===== src/pkg/pfs_regs.vh =====
// constants for the program flow sequencer
`ifndef PFS_REGS_VH
`define PFS_REGS_VH
`define PFS_AW 12
`define PFS_IW 18
`define PFS_STACK_DEPTH 30
`define PFS_DEPTH_W 5
`define PFS_RESET_PC 12'h000
`define PFS_INT_VECTOR 12'hfff
// operation codes in bits 17:12 of the instruction word
`define PFS_OP_HI 17
`define PFS_OP_LO 12
`define PFS_OP_JUMP 6'h22
`define PFS_OP_JUMP_Z 6'h32
`define PFS_OP_JUMP_NZ 6'h36
`define PFS_OP_JUMP_C 6'h3a
`define PFS_OP_JUMP_NC 6'h3e
`define PFS_OP_JUMP_IND 6'h26
`define PFS_OP_CALL 6'h20
`define PFS_OP_CALL_Z 6'h30
`define PFS_OP_CALL_NZ 6'h34
`define PFS_OP_CALL_C 6'h38
`define PFS_OP_CALL_NC 6'h3c
`define PFS_OP_CALL_IND 6'h24
`define PFS_OP_RETURN 6'h25
`define PFS_OP_INTERRUPT_RETURN 6'h29
// register address fields for the indirect forms
`define PFS_RX_HI 11
`define PFS_RX_LO 8
`define PFS_RY_HI 7
`define PFS_RY_LO 4
`endif


===== src/rtl/pfs_sequencer.v =====
// program counter and return-address stack of the 8-bit core
`timescale 1ns/1ps
`include "pfs_regs.vh"

// Contract
// RQ1: conditional jump loads target when its carry or zero condition holds
// RQ2: conditional jump not met just increments program counter
// RQ3: jumps change nothing but the program counter
// RQ4: indirect target is low nibble of high register then low register
// RQ5: indirect jump ignores high nibble, leaves source registers untouched
// RQ6: indirect jump always taken, same time for every target
// RQ7: every instruction takes exactly two clock cycles
// RQ8: jump to itself holds there; reset or interrupt still redirect
// RQ9: jump opcode 22 with target in low twelve bits
// RQ10: dedicated automatic return stack, pushed by calls, popped by returns
// RQ11: stack holds up to 30 entries
// RQ12: interrupt entry uses one stack entry like a call
// RQ13: reset starts at address zero, normal flow increments
// RQ14: return pops last address, adds one, loads program counter
// RQ15: push beyond capacity triggers internal reset
// RQ16: return with empty stack triggers internal reset
// RQ17: depth counter cleared by reset, compared to 30 and zero
module pfs_sequencer (
  // clock and reset
  input wire CLK,
  input wire RESETN,
  input wire CLK_EN,
  // program memory
  output reg [11:0] PROG_ADDR,
  output reg PROG_READ,
  input wire [17:0] INSTRUCTION,
  // core flags and register reads
  input wire CARRY_FLAG,
  input wire ZERO_FLAG,
  output reg [3:0] HIGH_TARGET_SEL,
  output reg [3:0] LOW_TARGET_SEL,
  input wire [7:0] HIGH_TARGET_REGISTER,
  input wire [7:0] LOW_TARGET_REGISTER,
  // interrupt entry request from the core, sampled at execute
  input wire INT_REQ,
  output reg INT_ACK,
  // internal reset request back to the core
  output reg INTERNAL_RESET
);
  localparam [1:0] ST_FETCH = 2'b01;
  localparam [1:0] ST_EXEC = 2'b10;

  reg [1:0] state_r;
  reg [11:0] pc_r;
  reg [4:0] depth_r;
  reg [11:0] stack_mem [0:`PFS_STACK_DEPTH-1];
  reg [17:0] instr_r;
  reg rst_req_r;
  // stack entries hold the address of the instruction that pushed them

  // condition decode shared by jumps and calls
  function cond_true;
    input [5:0] op;
    input c;
    input z;
    begin
      case (op)
        `PFS_OP_JUMP_Z, `PFS_OP_CALL_Z: cond_true = z;
        `PFS_OP_JUMP_NZ, `PFS_OP_CALL_NZ: cond_true = ~z;
        `PFS_OP_JUMP_C, `PFS_OP_CALL_C: cond_true = c;
        `PFS_OP_JUMP_NC, `PFS_OP_CALL_NC: cond_true = ~c;
        `PFS_OP_JUMP, `PFS_OP_CALL, `PFS_OP_JUMP_IND, `PFS_OP_CALL_IND: cond_true = 1'b1;
        default: cond_true = 1'b0;
      endcase
    end
  endfunction

  // call forms, conditional or not; each pushes its own address when taken
  function is_call_op;
    input [5:0] code;
    begin
      case (code)
        `PFS_OP_CALL: is_call_op = 1'b1;
        `PFS_OP_CALL_Z: is_call_op = 1'b1;
        `PFS_OP_CALL_NZ: is_call_op = 1'b1;
        `PFS_OP_CALL_C: is_call_op = 1'b1;
        `PFS_OP_CALL_NC: is_call_op = 1'b1;
        `PFS_OP_CALL_IND: is_call_op = 1'b1;
        default: is_call_op = 1'b0;
      endcase
    end
  endfunction

  // both returns pop; conditional returns are not decoded
  function is_ret_op;
    input [5:0] code;
    begin
      case (code)
        `PFS_OP_RETURN: is_ret_op = 1'b1;
        `PFS_OP_INTERRUPT_RETURN: is_ret_op = 1'b1;
        default: is_ret_op = 1'b0;
      endcase
    end
  endfunction

  wire [5:0] op = instr_r[`PFS_OP_HI:`PFS_OP_LO];
  wire is_ind = (op == `PFS_OP_JUMP_IND) || (op == `PFS_OP_CALL_IND);
  wire is_call = is_call_op(op);
  wire is_ret = is_ret_op(op);
  wire taken = cond_true(op, CARRY_FLAG, ZERO_FLAG);
  // high nibble of the high register is dropped here
  wire [11:0] ind_target = {HIGH_TARGET_REGISTER[3:0], LOW_TARGET_REGISTER}; // see RQ4 RQ5
  wire [11:0] target = is_ind ? ind_target : instr_r[11:0]; // see RQ9
  // capacity checks kept in one place so the limit cannot drift
  wire stack_full = (depth_r == `PFS_STACK_DEPTH); // see RQ11 RQ17
  wire stack_empty = (depth_r == 5'h00); // see RQ17
  wire [11:0] top = stack_empty ? 12'h000 : stack_mem[depth_r - 5'h01];
  // the popped address points at the pushing instruction, so one is added
  wire [11:0] ret_addr = top + 12'h001; // see RQ14
  // sequential successor, also the result of every branch not taken
  wire [11:0] pc_inc = pc_r + 12'h001;
  wire call_taken = is_call & taken;
  wire push = INT_REQ | call_taken; // see RQ12
  wire overflow = push && stack_full; // see RQ15 RQ17
  wire underflow = !INT_REQ && is_ret && stack_empty; // see RQ16 RQ17
  // either fault abandons the instruction; a restart beats running on with a bad stack
  wire stack_fault = overflow || underflow;

  // limitation: an interrupt pushes the abandoned address and the interrupt
  // return adds one, so the abandoned instruction is skipped; software should
  // let interrupts land on instructions that may be lost
  reg [11:0] pc_nxt;
  always @* begin
    if (INT_REQ) begin
      pc_nxt = `PFS_INT_VECTOR; // see RQ8
    end else if (is_ret) begin
      pc_nxt = ret_addr; // see RQ14
    end else if (taken) begin
      pc_nxt = target; // see RQ1 RQ6
    end else begin
      pc_nxt = pc_inc; // see RQ2 RQ13
    end
  end

  // fetch and execute simply alternate; no path stretches an instruction
  reg [1:0] state_nxt;
  always @* begin
    case (state_r)
      ST_FETCH: state_nxt = ST_EXEC;
      ST_EXEC: state_nxt = ST_FETCH; // see RQ7
      default: state_nxt = ST_FETCH;
    endcase
  end

  // stack depth after the execute cycle; a fault leaves it for the restart to clear
  reg [4:0] depth_nxt;
  always @* begin
    depth_nxt = depth_r;
    if (state_r == ST_EXEC && !stack_fault) begin
      if (push) begin
        depth_nxt = depth_r + 5'h01; // see RQ10 RQ11
      end else if (is_ret) begin
        depth_nxt = depth_r - 5'h01; // see RQ10
      end
    end
  end

  // the stack array has no reset; the depth alone says which entries are valid
  wire stack_we = CLK_EN && !rst_req_r && (state_r == ST_EXEC) && push && !stack_fault;
  always @(posedge CLK) begin
    if (stack_we) begin
      stack_mem[depth_r] <= pc_r; // see RQ10 RQ11 RQ12
    end
  end

  // only the program counter and stack move; flags are inputs, never written (see RQ3)
  always @(posedge CLK or negedge RESETN) begin
    if (!RESETN) begin
      state_r <= ST_FETCH;
      pc_r <= `PFS_RESET_PC; // see RQ13
      depth_r <= 5'h00; // see RQ17
      instr_r <= 18'h00000;
      rst_req_r <= 1'b0;
      PROG_ADDR <= `PFS_RESET_PC;
      PROG_READ <= 1'b0;
      HIGH_TARGET_SEL <= 4'h0;
      LOW_TARGET_SEL <= 4'h0;
      INT_ACK <= 1'b0;
      INTERNAL_RESET <= 1'b0;
    end else if (CLK_EN) begin
      INT_ACK <= 1'b0;
      INTERNAL_RESET <= 1'b0;
      PROG_READ <= 1'b0;
      if (rst_req_r) begin
        // self reset: restart like a hardware reset, stack emptied
        rst_req_r <= 1'b0;
        state_r <= ST_FETCH;
        pc_r <= `PFS_RESET_PC; // see RQ15 RQ16
        depth_r <= 5'h00;
        PROG_ADDR <= `PFS_RESET_PC;
      end else begin
        case (state_r)
          ST_FETCH: begin
            instr_r <= INSTRUCTION;
            HIGH_TARGET_SEL <= INSTRUCTION[`PFS_RX_HI:`PFS_RX_LO];
            LOW_TARGET_SEL <= INSTRUCTION[`PFS_RY_HI:`PFS_RY_LO];
            state_r <= state_nxt;
          end
          ST_EXEC: begin
            // every path spends one fetch and one execute cycle (see RQ7 RQ6)
            state_r <= state_nxt;
            if (stack_fault) begin
              rst_req_r <= 1'b1;
              INTERNAL_RESET <= 1'b1;
            end else begin
              depth_r <= depth_nxt; // see RQ10
              INT_ACK <= INT_REQ;
              pc_r <= pc_nxt;
              PROG_ADDR <= pc_nxt;
              PROG_READ <= 1'b1;
            end
          end
          default: state_r <= ST_FETCH;
        endcase
      end
    end
  end
endmodule


===== config.mk =====
export PLATFORM = sky130hd
export DESIGN_NAME = pfs_sequencer
export DESIGN_NICKNAME = d
export VERILOG_FILES = /design/src/rtl/pfs_sequencer.v
export VERILOG_INCLUDE_DIRS = /design/src /design/src/pkg
export SDC_FILE = /design/constraint.sdc
export NUM_CORES = 1
export LEC_CHECK = 0
export BUFFER_PORTS_ARGS = -buffer_cell sky130_fd_sc_hd__buf_4
export CORE_MARGIN = 8
export CORE_UTILIZATION = 60
export CTS_CLUSTER_SIZE = 10
export DETAILED_ROUTE_END_ITERATION = 6
export PLACE_DENSITY = 0.78
export SLEW_MARGIN = 30
export SYNTH_ARGS = -nofsm -noshare
export SYNTH_HDL_FRONTEND = slang
export SYNTH_SLANG_ARGS = --single-unit

===== constraint.sdc =====
create_clock -name CLK -period 4.6 [get_ports CLK]
set_input_delay 0.92 -clock CLK [delete_from_list [all_inputs] [get_ports CLK]]
set_output_delay 0.92 -clock CLK [all_outputs]
set_load 0.02 [all_outputs]

### After elaboration in Yosys (flattened, before gate mapping)

Memory sizes are Yosys's and may differ from the RTL's.
Cells that the tools add are included.

| word-level totals | value |
|---|---|
| flip-flop bits (word level) | 48 |
| memory bits (writable) | 360 |
| input port bits | 40 |
| output and inout port bits | 23 |
| logic and storage cells | 96 |
| memories kept | 1 |

| operators by class | value |
|---|---|
| add/sub/neg operators | 4 |
| equality and inequality tests | 18 |
| muxes and demuxes | 31 |
| bitwise gates (word level) | 5 |
| reduce and logical (&&, ||, !) cells | 28 |

Memories:

| name | depth | width | rd ports | clocked after memory_dff | write ports | line | source |
|---|---|---|---|---|---|---|---|
| stack_mem | 30 | 12 | 1 | 0 | 1 | pfs_sequencer.v:51 | `` reg [11:0] stack_mem [0:`PFS_STACK_DEPTH-1]; `` |

Operators by type and width:

| cell | number |
|---|---|
| $mux W12 | 8 |
| $eq A6 B6 Y1 const B | 14 |
| $mux W5 | 6 |
| $add A12 B1 Y12 const B | 2 |
| $mux W1 | 13 |
| $reduce_or A2 Y1 | 6 |
| $logic_and A1 B1 Y1 | 8 |
| $mux W2 | 3 |
| $reduce_and A3 Y1 | 2 |
| $reduce_or A6 Y1 | 1 |
| $add A5 B1 Y5 const B | 1 |
| $eq A5 B5 Y1 const B | 1 |
| $logic_not A5 Y1 | 1 |
| $pmux W1 S5 | 1 |
| $reduce_and A5 Y1 | 1 |
| $sub A5 B1 Y5 const B | 1 |
| $reduce_bool A2 Y1 | 2 |
| $reduce_or A4 Y1 | 1 |
| $logic_not A1 Y1 | 3 |
| $not A1 Y1 | 3 |
| $reduce_bool A3 Y1 | 1 |
| $eq A2 B1 Y1 const B | 1 |
| $eq A2 B2 Y1 const B | 1 |
| $logic_or A1 B1 Y1 | 2 |
| 3 further kinds | 3 |

### Logic depth before layout (Yosys ltp)

Gate-level depths: netlist of run 1.

| depth | value |
|---|---|
| depth in word-level cells | 13 |
| gate-level depth with buffers | 19 |
| depth with buffers taken out | 12 |

### Worst setup path after synthesis of run 1

Ideal clock, no wire load.

| path | value |
|---|---|
| path kind | reg-to-reg |
| start | register depth_r[0] |
| end | register pc_r[11] |
| library setup time | 0.095 ns |
| arrival | 3.592 ns |
| required time | 4.505 ns |
| path slack | 0.912 ns |
| cell stages (with the launch flop) | 19 |
| buffers on the path | 8 |
| cell sequence | dfrtp_1 buf_4 buf_6 buf_12 inv_1 ha_1 clkbuf_8 buf_4 buf_6 buf_4 buf_2 mux4_2 mux2i_1 mux2i_1 mux2i_1 a211o_2 or2_2 o31a_1 o31ai_1 |

| between the ends | value |
|---|---|
| longest elaborated chain between the ends | 9 |
| elaborated cells on any way between the ends | 16 |
| those cells by class | 2 x add/sub; 2 x eq/ne; 6 x mux; 5 x reduce/logical; 1 x memory |

Ends and longest elaborated chain:

| item | line | source |
|---|---|---|
| start, declared | pfs_sequencer.v:50 | `reg [4:0] depth_r;` |
| start signal, assigned | pfs_sequencer.v:211 | `depth_r <= depth_nxt;` |
| $sub A5 B1 Y5 | pfs_sequencer.v:112 | `wire [11:0] top = stack_empty ? 12'h000 : stack_mem[depth_r - 5'h01];` |
| $mem_v2 Z30 W12 | - |  |
| $mux W12 | pfs_sequencer.v:112 |  |
| $add A12 B1 Y12 | pfs_sequencer.v:114 | `wire [11:0] ret_addr = top + 12'h001;` |
| $mux W12 | pfs_sequencer.v:131 | `end else if (is_ret) begin` |
| $mux W12 | pfs_sequencer.v:129 | `if (INT_REQ) begin` |
| $mux W12 | pfs_sequencer.v:207 | `if (stack_fault) begin` |
| $mux W12 | pfs_sequencer.v:197 | `case (state_r)` |
| $mux W12 | pfs_sequencer.v:189 | `if (rst_req_r) begin` |
| end signal, assigned | pfs_sequencer.v:175 | `` pc_r <= `PFS_RESET_PC; `` |
| end signal, assigned | pfs_sequencer.v:193 | `` pc_r <= `PFS_RESET_PC; `` |
| end signal, assigned | pfs_sequencer.v:213 | `pc_r <= pc_nxt;` |
| end, declared | pfs_sequencer.v:49 | `reg [11:0] pc_r;` |

Parallel ways exist; a longest one is shown, timed or not. The select of a mux whose other input is x is not followed.
A chain may end at the register's enable or synchronous reset.

### Worst setup path in the final report of run 1

| path | value |
|---|---|
| start | register depth_r[0] |
| end | register pc_r[10] |

The elaborated chain is that of the path after synthesis.

==> results.sh, run 1 <==
export IMPL_worst_r2r_setup_slack_ns=0.59
export IMPL_min_period_ns=4.009
export IMPL_antenna_found_initial=0
export IMPL_finalHoldViolCount=0
export IMPL_ioPinCount=63
export IMPL_post_cts_buffers=0
export IMPL_ant_nets=0
export IMPL_worstPathCellList="inv_1 -> ha_4 -> xor2_4 -> buf_4 -> mux2i_1 -> mux2i_1 -> o21ai_0 -> nand2_1 -> ha_1 -> nand4b_1 -> nor4_2 -> a21oi_1 -> o31ai_1"
export IMPL_netlist_instances=973
export IMPL_placed_cell_area_um2=17870
export IMPL_tightest_slew_ns=0.9363
export IMPL_drive_above_1_share_pct=28.25
export IMPL_final_util_pct=68.55
export IMPL_endpoint_kind="flop"
export IMPL_critPathKind="reg2reg"
export IMPL_diodes=0
export IMPL_finalMaxSlewViolations=0
export IMPL_max_freq_ghz=0.2495
export IMPL_min_path_type="in2async"
export IMPL_synth_async_reset_ratio_pct=10.00
export IMPL_track_usage_pct=22.39
export IMPL_tns_ns=0
export IMPL_cts_tree="built"
export IMPL_place_congestion=0.9543
export IMPL_grt_pass1_vias=9380
export IMPL_clkLatencyLatePin_ns=0.55
export IMPL_rsz0062_at_grt="false"
export IMPL_die_x_um=184.5
export IMPL_slowest_delay_ns=0.59
export IMPL_mostFrequentLayoutCells="edfxtp_1 (360), buf_4 (93), mux4_2 (80)"
export IMPL_p_leak_nw=6.393
export IMPL_synth_cell_types=76
export IMPL_start_util_pct=61.15
export IMPL_drt_iter0_markers=1057
export IMPL_setup_violations=0
export IMPL_routed_wl_um=37670
export IMPL_cts_hold_buf=0
export IMPL_final_common_cell="edfxtp_1"
export IMPL_fin_nets=1101
export IMPL_syn_cell_area_um2=17040
export IMPL_finalCritPeriodShare_pct=87.15
export IMPL_peakVddDrop_mv=0.4473
export IMPL_die_height_um=184.5
export IMPL_synth_seq_area_share_pct=69.34
export IMPL_fill_cells=1772
export IMPL_clockRootBuffer="clkbuf_16"
export IMPL_via_per_inst=6.453
export IMPL_p_per_area_nw_per_um2=646.9
export IMPL_numPortBuffers=58
export IMPL_yosysWarnings=0
export IMPL_cpMaxStageDelayCell="xor2_4"
export IMPL_cts_sinks=400
export IMPL_fin_worst_skew_ns=0.03636
export IMPL_grt_first_pass_wirelength_um=56710
export IMPL_wl_per_cell_um=26.16
export IMPL_cts_resized=0
export IMPL_cts_path_max_buffers=3
export IMPL_maxCapViolCount=0
export IMPL_ys_seq_elements=400
export IMPL_cts_made_buffers=46
export IMPL_syn2layout_area_growth_pct=12.09
export IMPL_holdWs_ns=0.3759
export IMPL_arrival_ns=4.44
export IMPL_status="completed"
export IMPL_max_slew_margin_rel_pct=37.58
export IMPL_crit_fanout=15
export IMPL_die_area_um2=34040
export IMPL_synthFlopType="edfxtp_1"
export IMPL_vias=9293
export IMPL_clk_pin_slew_worst_paths_ns=0.06
export IMPL_dp_hpwl_um=23340
export IMPL_dr_pass1_iters=7
export IMPL_drc=0
export IMPL_std_cell_rows=61
export IMPL_crit_required_ns=5.04
export IMPL_overflow=0
export IMPL_synth_edff_count=360
export IMPL_synth_avg_cell_area_um2=17.51
export IMPL_syn_nets=1019
export IMPL_crit_top_cell="mux2i_1"
export IMPL_ctsHtreeMaxLevel=2
export IMPL_design_area_um2=19100
export IMPL_grt_start_max_net_pins=46
export IMPL_fp_coreArea_um2=27860
export IMPL_startpoint_type="flop"
synth_stat cells, types with 5 or more instances:
cell | number | area share [%]
edfxtp_1 | 360 | 63
o21ai_0 | 24 | 0.71
o31ai_1 | 5 | 0.22
a21oi_1 | 29 | 0.85
clkbuf_8 | 7 | 0.57
o211ai_1 | 7 | 0.31
ha_1 | 6 | 0.44
inv_1 | 14 | 0.31
buf_2 | 6 | 0.18
nor2b_1 | 5 | 0.18
mux4_2 | 80 | 11
nor4_1 | 6 | 0.22
xnor2_1 | 14 | 0.72
nand3b_1 | 5 | 0.22
nand4_1 | 6 | 0.22
buf_4 | 15 | 0.66
nand2b_1 | 5 | 0.18
dfrtp_1 | 39 | 5.7
clkbuf_1 | 20 | 0.44
nand3_1 | 17 | 0.50
buf_6 | 9 | 0.59
a211oi_1 | 5 | 0.22
and3_1 | 7 | 0.26
mux2i_1 | 48 | 2.8
and2_1 | 7 | 0.26
nor2_1 | 61 | 1.3
nand2_1 | 59 | 1.3
mux2_2 | 23 | 1.5
xor2_1 | 7 | 0.36
sequential cells by signal, indices dropped and copies added (netlist names):
name	cells
state_r	2
pc_r	12
HIGH_TARGET_SEL	3
depth_r	5
rst_req_r	1
LOW_TARGET_SEL	3
INT_ACK	1
stack_mem	360
instr_r	12
PROG_READ	1
layout make-up:
| class | instances | area [um^2] | share of cell area [%] |
|---|---|---|---|
| clock buffers | 51 | 1170 | 6.126 |
| multi-input cells | 498 | 4806 | 25.17 |
| flip-flops and latches | 400 | 11820 | 61.88 |
| clock inverters | 4 | 56.30 | 0.2949 |
| inverters | 15 | 56.30 | 0.2949 |
| repair buffers | 94 | 718.2 | 3.761 |
| well taps | 378 | 473.0 | 2.477 |
kinds of logic after synthesis:
logic type	after synthesis	synth area share (%)
flip-flops	400	69.34
AND/OR/NAND/NOR	201	5.773
multiplexers	155	15.53
AO/OA/AOI/OAI	113	4.583
buffers and inverters	75	2.996
XOR/XNOR	23	1.337
adder cells (fa/ha/maj)	6	0.4406
layer usage:
| metal | vias up | track usage, % | wire length [um] |
|---|---|---|---|
| li1 | 4002 | - | - |
| met1 | 4764 | 30.62 | 15160 |
| met2 | 431 | 35.19 | 18150 |
| met3 | 96 | 5.099 | 3107 |
| met4 | 0 | 8.132 | 1257 |
| met5 | - | 0 | 0 |
worst paths after layout:
check,from,to,depth (start not counted)
hold reg to reg,instr_r[0],instr_r[0],1
hold / removal,RESETN,HIGH_TARGET_SEL[2],1
setup reg to reg,depth_r[0],pc_r[10],13
setup / recovery,depth_r[0],pc_r[10],13
max in group asynchronous,RESETN,depth_r[0],1
min in group CLK,instr_r[0],instr_r[0],1
report_power, final:
group,switching (mW),internal [mW]
combinational,2.65,1.81
clock,1.30,1.79
sequential,0.205,4.59
total,4.16,8.19
critical path, delay by kind of cell, from the launching register on:
family                   cells  cell delay [ns]
AND/OR/NAND/NOR              3             0.70
buffers and inverters        2             0.64
XOR/XNOR                     1             0.59
AO/OA/AOI/OAI                3             0.55
flip-flops                   1             0.50
adder cells (fa/ha/maj)      2             0.49
multiplexers                 2             0.42
stage by stage:
stage | total power [mW] | setup slack (ns) | cells
global route | 12.84 | 0.3984 | 1440
floorplan | 7.948 | 0.9121 | 973
detailed placement | 9.305 | 0.7085 | 1385
finish | 12.35 | 0.5913 | 1440
CTS | 12.39 | 0.6735 | 1440
global placement | 9.229 | 0.5854 | 1385
Power figures use the tool's default switching activity.
==> inputs of run 2 (changes only) <==
--- a/config.mk
+++ b/config.mk
@@ -9,7 +9,7 @@
 export BUFFER_PORTS_ARGS = -buffer_cell sky130_fd_sc_hd__buf_4
 export CORE_MARGIN = 8
 export CORE_UTILIZATION = 60
-export CTS_CLUSTER_SIZE = 10
+export CTS_CLUSTER_SIZE = 28
 export DETAILED_ROUTE_END_ITERATION = 6
 export PLACE_DENSITY = 0.78
 export SLEW_MARGIN = 30
==> constraint.sdc (replaced) <==
create_clock -name CLK -period 5.2 [get_ports CLK]
set_input_delay 1.04 -clock CLK [delete_from_list [all_inputs] [get_ports CLK]]
set_output_delay 1.04 -clock CLK [all_outputs]
set_load 0.02 [all_outputs]
==> results.sh, run 2 (synthesis gave the netlist of run 1 again) <==
export IMPL_routed_wl_um=38630
export IMPL_placed_cell_area_um2=17880
export IMPL_tns_ns=0
export IMPL_clockRootBuffer="clkbuf_16"
export IMPL_finalCritPeriodShare_pct=79.77
export IMPL_numPortBuffers=58
export IMPL_worstPathCellList="inv_1 -> ha_4 -> xor2_4 -> buf_4 -> mux2i_1 -> mux2i_1 -> mux2i_1 -> a211o_2 -> or2_2 -> o31a_1 -> o31ai_1"
export IMPL_via_per_inst=6.408
export IMPL_rsz0062_at_grt="false"
export IMPL_dp_hpwl_um=23030
export IMPL_slowest_delay_ns=0.65
export IMPL_startpoint_type="flop"
export IMPL_crit_fanout=18
export IMPL_seq_power_share_pct=38.7
export IMPL_worst_slack_ns=1.052
export IMPL_min_period_ns=4.148
export IMPL_setup_violations=0
export IMPL_antenna_found_initial=1
export IMPL_fin_total_pwr_mw=11.10
export IMPL_p_sw_mw=3.737
export IMPL_drive_above_1_share_pct=28.07
export IMPL_max_freq_ghz=0.2411
export IMPL_final_common_cell="edfxtp_1"
export IMPL_cpMaxStageDelayCell="xor2_4"
export IMPL_p_leak_nw=6.433
export IMPL_cp_top_family="compound AO/OA/AOI/OAI gates"
export IMPL_fin_nets=1096
export IMPL_final_util_pct=68.79
export IMPL_max_slew_margin_rel_pct=40.95
export IMPL_design_area_um2=19160
export IMPL_finalMaxSlewViolations=0
export IMPL_grt_pass1_vias=9276
export IMPL_diodes=0
export IMPL_post_cts_buffers=0
export IMPL_grt_first_pass_wirelength_um=57260
export IMPL_mostFrequentLayoutCells="edfxtp_1 (360), buf_4 (93), mux4_2 (80)"
export IMPL_crit_required_ns=5.62
export IMPL_wl_per_cell_um=26.57
export IMPL_std_cell_rows=61
export IMPL_reg_top3="stack_mem x360, instr_r x12, pc_r x12"
export IMPL_clk_pin_slew_worst_paths_ns=0.06
export IMPL_overflow=0
export IMPL_clkLatencyLatePin_ns=0.53
export IMPL_die_height_um=184.5
export IMPL_endpoint_kind="flop"
export IMPL_tightest_slew_ns=0.8858
export IMPL_critPathKind="reg2reg"
export IMPL_largest_reg_flops=360
export IMPL_die_x_um=184.5
export IMPL_cts_sinks=400
export IMPL_place_congestion=0.8885
export IMPL_cts_hold_buf=0
export IMPL_cts_tree="built"
export IMPL_p_per_area_nw_per_um2=579.0
export IMPL_fin_worst_skew_ns=0.01808
export IMPL_arrival_ns=4.57
export IMPL_drc=0
export IMPL_pwr_share_comb_pct=35.4
export IMPL_cp_buffers_inverters=2
export IMPL_internal_power_mw=7.360
export IMPL_drt_iter0_markers=1000
export IMPL_grt_start_max_net_pins=99
export IMPL_start_util_pct=61.15
export IMPL_vias=9317
export IMPL_syn2layout_area_growth_pct=12.49
export IMPL_fp_coreArea_um2=27860
export IMPL_ctsHtreeMaxLevel=2
export IMPL_cts_made_buffers=40
export IMPL_largest_register="stack_mem"
export IMPL_die_area_um2=34040
export IMPL_peakVddDrop_mv=0.5736
export IMPL_swShare_pct=33.68
export IMPL_ant_nets=0
export IMPL_cts_path_max_buffers=3
export IMPL_place_ws_ns=1.116
export IMPL_dr_pass1_iters=5
export IMPL_track_usage_pct=22.77
export IMPL_crit_top_cell="mux2i_1"
export IMPL_status="completed"
export IMPL_ioPinCount=63
export IMPL_cts_resized=0
export IMPL_finalHoldViolCount=0
export IMPL_min_path_type="in2async"
export IMPL_maxCapViolCount=0
export IMPL_clkPwrFrac_pct=25.8
run 2: cell count changes in the layout (fill, tap and decap cells not counted), moves of 4 or more:
cell | before | now
bufinv_16 | 0 | 5
clkbuf_1 | 5 | 10
clkbuf_16 | 46 | 41
clkinv_1 | 1 | 6
clkinv_2 | 0 | 6
nor2_1 | 37 | 41
nor2_2 | 24 | 20
run 2: power by group through the flow:
stage	Combinational (mW)	Sequential (mW)	Clock, mW
final	3.93	4.30	2.87
after global routing	4.16	4.32	3.02
after CTS	3.93	4.30	2.90
after detailed placement	3.89	4.36	0
after global placement	3.83	4.35	0
after floorplan	2.53	4.50	0
run 2: stage by stage:
step | std cells | hold slack, ns
floorplan | 973 | 0.4743
global placement | 1386 | 0.4798
detailed placement | 1386 | 0.4802
CTS | 1454 | 0.4967
global route | 1454 | 0.5076
finish | 1454 | 0.5020
run 2: metal layers:
metal,GRT usage (%),vias to the layer above,share of wire [%]
li1,-,4005,-
met1,31.18,4748,40
met2,35.83,482,48
met3,5.237,82,8.7
met4,7.938,0,3.4
met5,0,-,0
run 2: path summary, 6_finish.rpt:
| check | from | endpoint | cells past startpoint | slack [ns] |
|---|---|---|---|---|
| worst max-delay path | depth_r[0] | pc_r[11] | 11 | 1.05 |
| max in group asynchronous | RESETN | depth_r[0] | 1 | 4.28 |
| worst max register to register | depth_r[0] | pc_r[11] | 11 | 1.05 |
| worst min-delay path | RESETN | HIGH_TARGET_SEL[1] | 1 | 0.50 |
| min in group CLK | INT_ACK | INT_ACK | 1 | 0.50 |
| worst min register to register | INT_ACK | INT_ACK | 1 | 0.50 |
run 2: worst reg2reg max path, stage by stage, from the launching register on:
cell and delay [ns]:
dfrtp_4 0.48, inv_1 0.30, ha_4 0.32, xor2_4 0.65
buf_4 0.29, mux2i_1 0.14, mux2i_1 0.44, mux2i_1 0.24
a211o_2 0.37, or2_2 0.33, o31a_1 0.29, o31ai_1 0.19
run 2: layout make-up:
class,instances,area (um^2)
clock buffers,51,1064
fillers,1792,8693
multi-input cells,498,4796
well taps,378,473.0
clock inverters,17,219.0
repair buffers,95,738.2
inverters,15,56.30
flip-flops and latches,400,11820
==> inputs of run 3 (changes only) <==
==> constraint.sdc (replaced) <==
create_clock -name CLK -period 4.3 [get_ports CLK]
set_input_delay 0.86 -clock CLK [delete_from_list [all_inputs] [get_ports CLK]]
set_output_delay 0.86 -clock CLK [all_outputs]
set_load 0.02 [all_outputs]
==> results.sh, run 3 (synthesis gave the netlist of run 1 again) <==
export IMPL_vias=9432
export IMPL_cts_path_max_buffers=3
export IMPL_drc=1
export IMPL_cts_made_buffers=41
export IMPL_ioPinCount=63
export IMPL_via_per_inst=6.434
export IMPL_status="complete, but fails checks"
export IMPL_violations="DRC"
export IMPL_ctsHtreeMaxLevel=2
export IMPL_cts_resized=0
export IMPL_cts_sinks=400
export IMPL_die_height_um=184.5
export IMPL_grt_first_pass_wirelength_um=57610
export IMPL_startpoint_type="flop"
export IMPL_arrival_ns=4.46
export IMPL_ant_nets=0
export IMPL_critPathKind="reg2reg"
export IMPL_die_area_um2=34040
export IMPL_cts_tree="built"
export IMPL_track_usage_pct=22.92
export IMPL_setup_violations=0
export IMPL_r2r_start="depth_r[0]"
export IMPL_dr_pass1_iters=7
export IMPL_finalMaxSlewViolations=0
export IMPL_seqCellArea_um2=11820
export IMPL_max_freq_ghz=0.2477
export IMPL_busiest_layer="met2"
export IMPL_numPortBuffers=58
export IMPL_max_slew_margin_rel_pct=37.52
export IMPL_routed_wl_um=38610
export IMPL_min_period_ns=4.036
export IMPL_final_common_cell="edfxtp_1"
export IMPL_drive_above_1_share_pct=28.52
export IMPL_peakVddDrop_mv=0.5176
export IMPL_dp_hpwl_um=24090
export IMPL_crit_start="depth_r[0]"
export IMPL_antenna_found_initial=0
export IMPL_largest_reg_flops=360
export IMPL_mostFrequentLayoutCells="edfxtp_1 (360), buf_4 (96), mux4_2 (80)"
export IMPL_std_cell_rows=61
export IMPL_fin_worst_skew_ns=0.01710
export IMPL_clkLatencyLatePin_ns=0.54
export IMPL_crit_fanout=17
export IMPL_finalHoldViolCount=0
export IMPL_drt_iter0_markers=983
export IMPL_fill_cells=1759
export IMPL_grt_start_max_net_pins=59
export IMPL_multi_input_area_um2=4798
export IMPL_post_cts_buffers=0
export IMPL_reg_top3="stack_mem x360, instr_r x12, pc_r x12"
export IMPL_place_congestion=0.9118
export IMPL_cts_hold_buf=0
export IMPL_fin_nets=1102
export IMPL_fin_total_pwr_mw=13.35
export IMPL_wl_per_cell_um=26.33
export IMPL_crit_required_ns=4.73
export IMPL_start_util_pct=61.15
export IMPL_use_met2_pct=36.88
export IMPL_grt_pass1_vias=9346
export IMPL_maxCapViolCount=0
export IMPL_syn2layout_area_growth_pct=12.71
export IMPL_use_met3_pct=5.414
export IMPL_endpoint_kind="flop"
export IMPL_largest_register="stack_mem"
export IMPL_p_leak_nw=6.453
export IMPL_grt_use_met1_pct=30.70
export IMPL_fp_coreArea_um2=27860
export IMPL_clockRootBuffer="clkbuf_16"
export IMPL_tightest_slew_ns=0.9304
export IMPL_clk_pin_slew_worst_paths_ns=0.06
export IMPL_p_per_area_nw_per_um2=695.0
export IMPL_overflow=0
export IMPL_die_x_um=184.5
export IMPL_min_path_type="in2async"
export IMPL_rsz0062_at_grt="false"
export IMPL_tns_ns=0
export IMPL_finalCritPeriodShare_pct=93.87
run 3: changes by cell type in the layout (fill, tap and decap cells not counted), moves of 2 or more:
cell | before | now
buf_12 | 2 | 4
buf_4 | 93 | 96
bufinv_16 | 5 | 3
clkbuf_1 | 10 | 12
clkinv_2 | 6 | 9
inv_6 | 0 | 2
run 3: path summary, 6_finish.rpt:
| check | endpoint | slack [ns] | cells past startpoint |
|---|---|---|---|
| worst max-delay path | pc_r[10] | 0.26 | 11 |
| worst min-delay path | HIGH_TARGET_SEL[1] | 0.31 | 1 |
| worst max register to register | pc_r[10] | 0.26 | 11 |
| worst min register to register | instr_r[0] | 0.51 | 1 |
| max in group asynchronous | depth_r[0] | 3.58 | 1 |
| min in group CLK | instr_r[0] | 0.51 | 1 |
run 3: power breakdown:
part           switching (mW)  internal (mW)
Sequential              0.341           4.91
Clock                    1.40           1.94
Combinational            2.76           1.99
run 3: layer usage:
layer / wire (um) / vias to the layer above
met1: 15270 / 4837
met4: 1208 / 0
met2: 18810 / 475
li1: - / 4031
met3: 3317 / 89
met5: 0 / -
run 3: cell type report:
cell class / instances / share of cell area (%)
Sequential cell: 400 / 61.54
Multi-Input combinational cell: 498 / 24.99
Clock buffer: 53 / 5.578
Timing Repair Buffer: 100 / 4.170
Tap cell: 378 / 2.463
Clock inverter: 21 / 0.9513
Inverter: 15 / 0.2932
Antenna cell: 1 / 0.01303
run 3: through the flow:
step | worst slack [ns] | hold slack [ns] | instances | util, % | area [um^2]
after global routing | 0.1047 | 0.3361 | 1465 | 68.92 | 19200
after floorplan | 0.6121 | 0.4743 | 973 | - | 17040
after CTS | 0.3289 | 0.3255 | 1465 | 68.92 | 19200
final | 0.2636 | 0.3129 | 1466 | 68.93 | 19200
after global placement | 0.3662 | 0.4778 | 1391 | 64.23 | 17890
after detailed placement | 0.3409 | 0.4910 | 1391 | 64.42 | 17940
run 3: critical path: stages (launching register included):
cell and delay [ns]:
dfrtp_4 0.50, inv_1 0.32, ha_4 0.32, xor2_4 0.66, buf_4 0.32, mux4_2 0.52
mux2i_1 0.13, o21ai_0 0.21, a211oi_2 0.45, nor2b_1 0.11, and3_1 0.20, o31ai_1 0.19
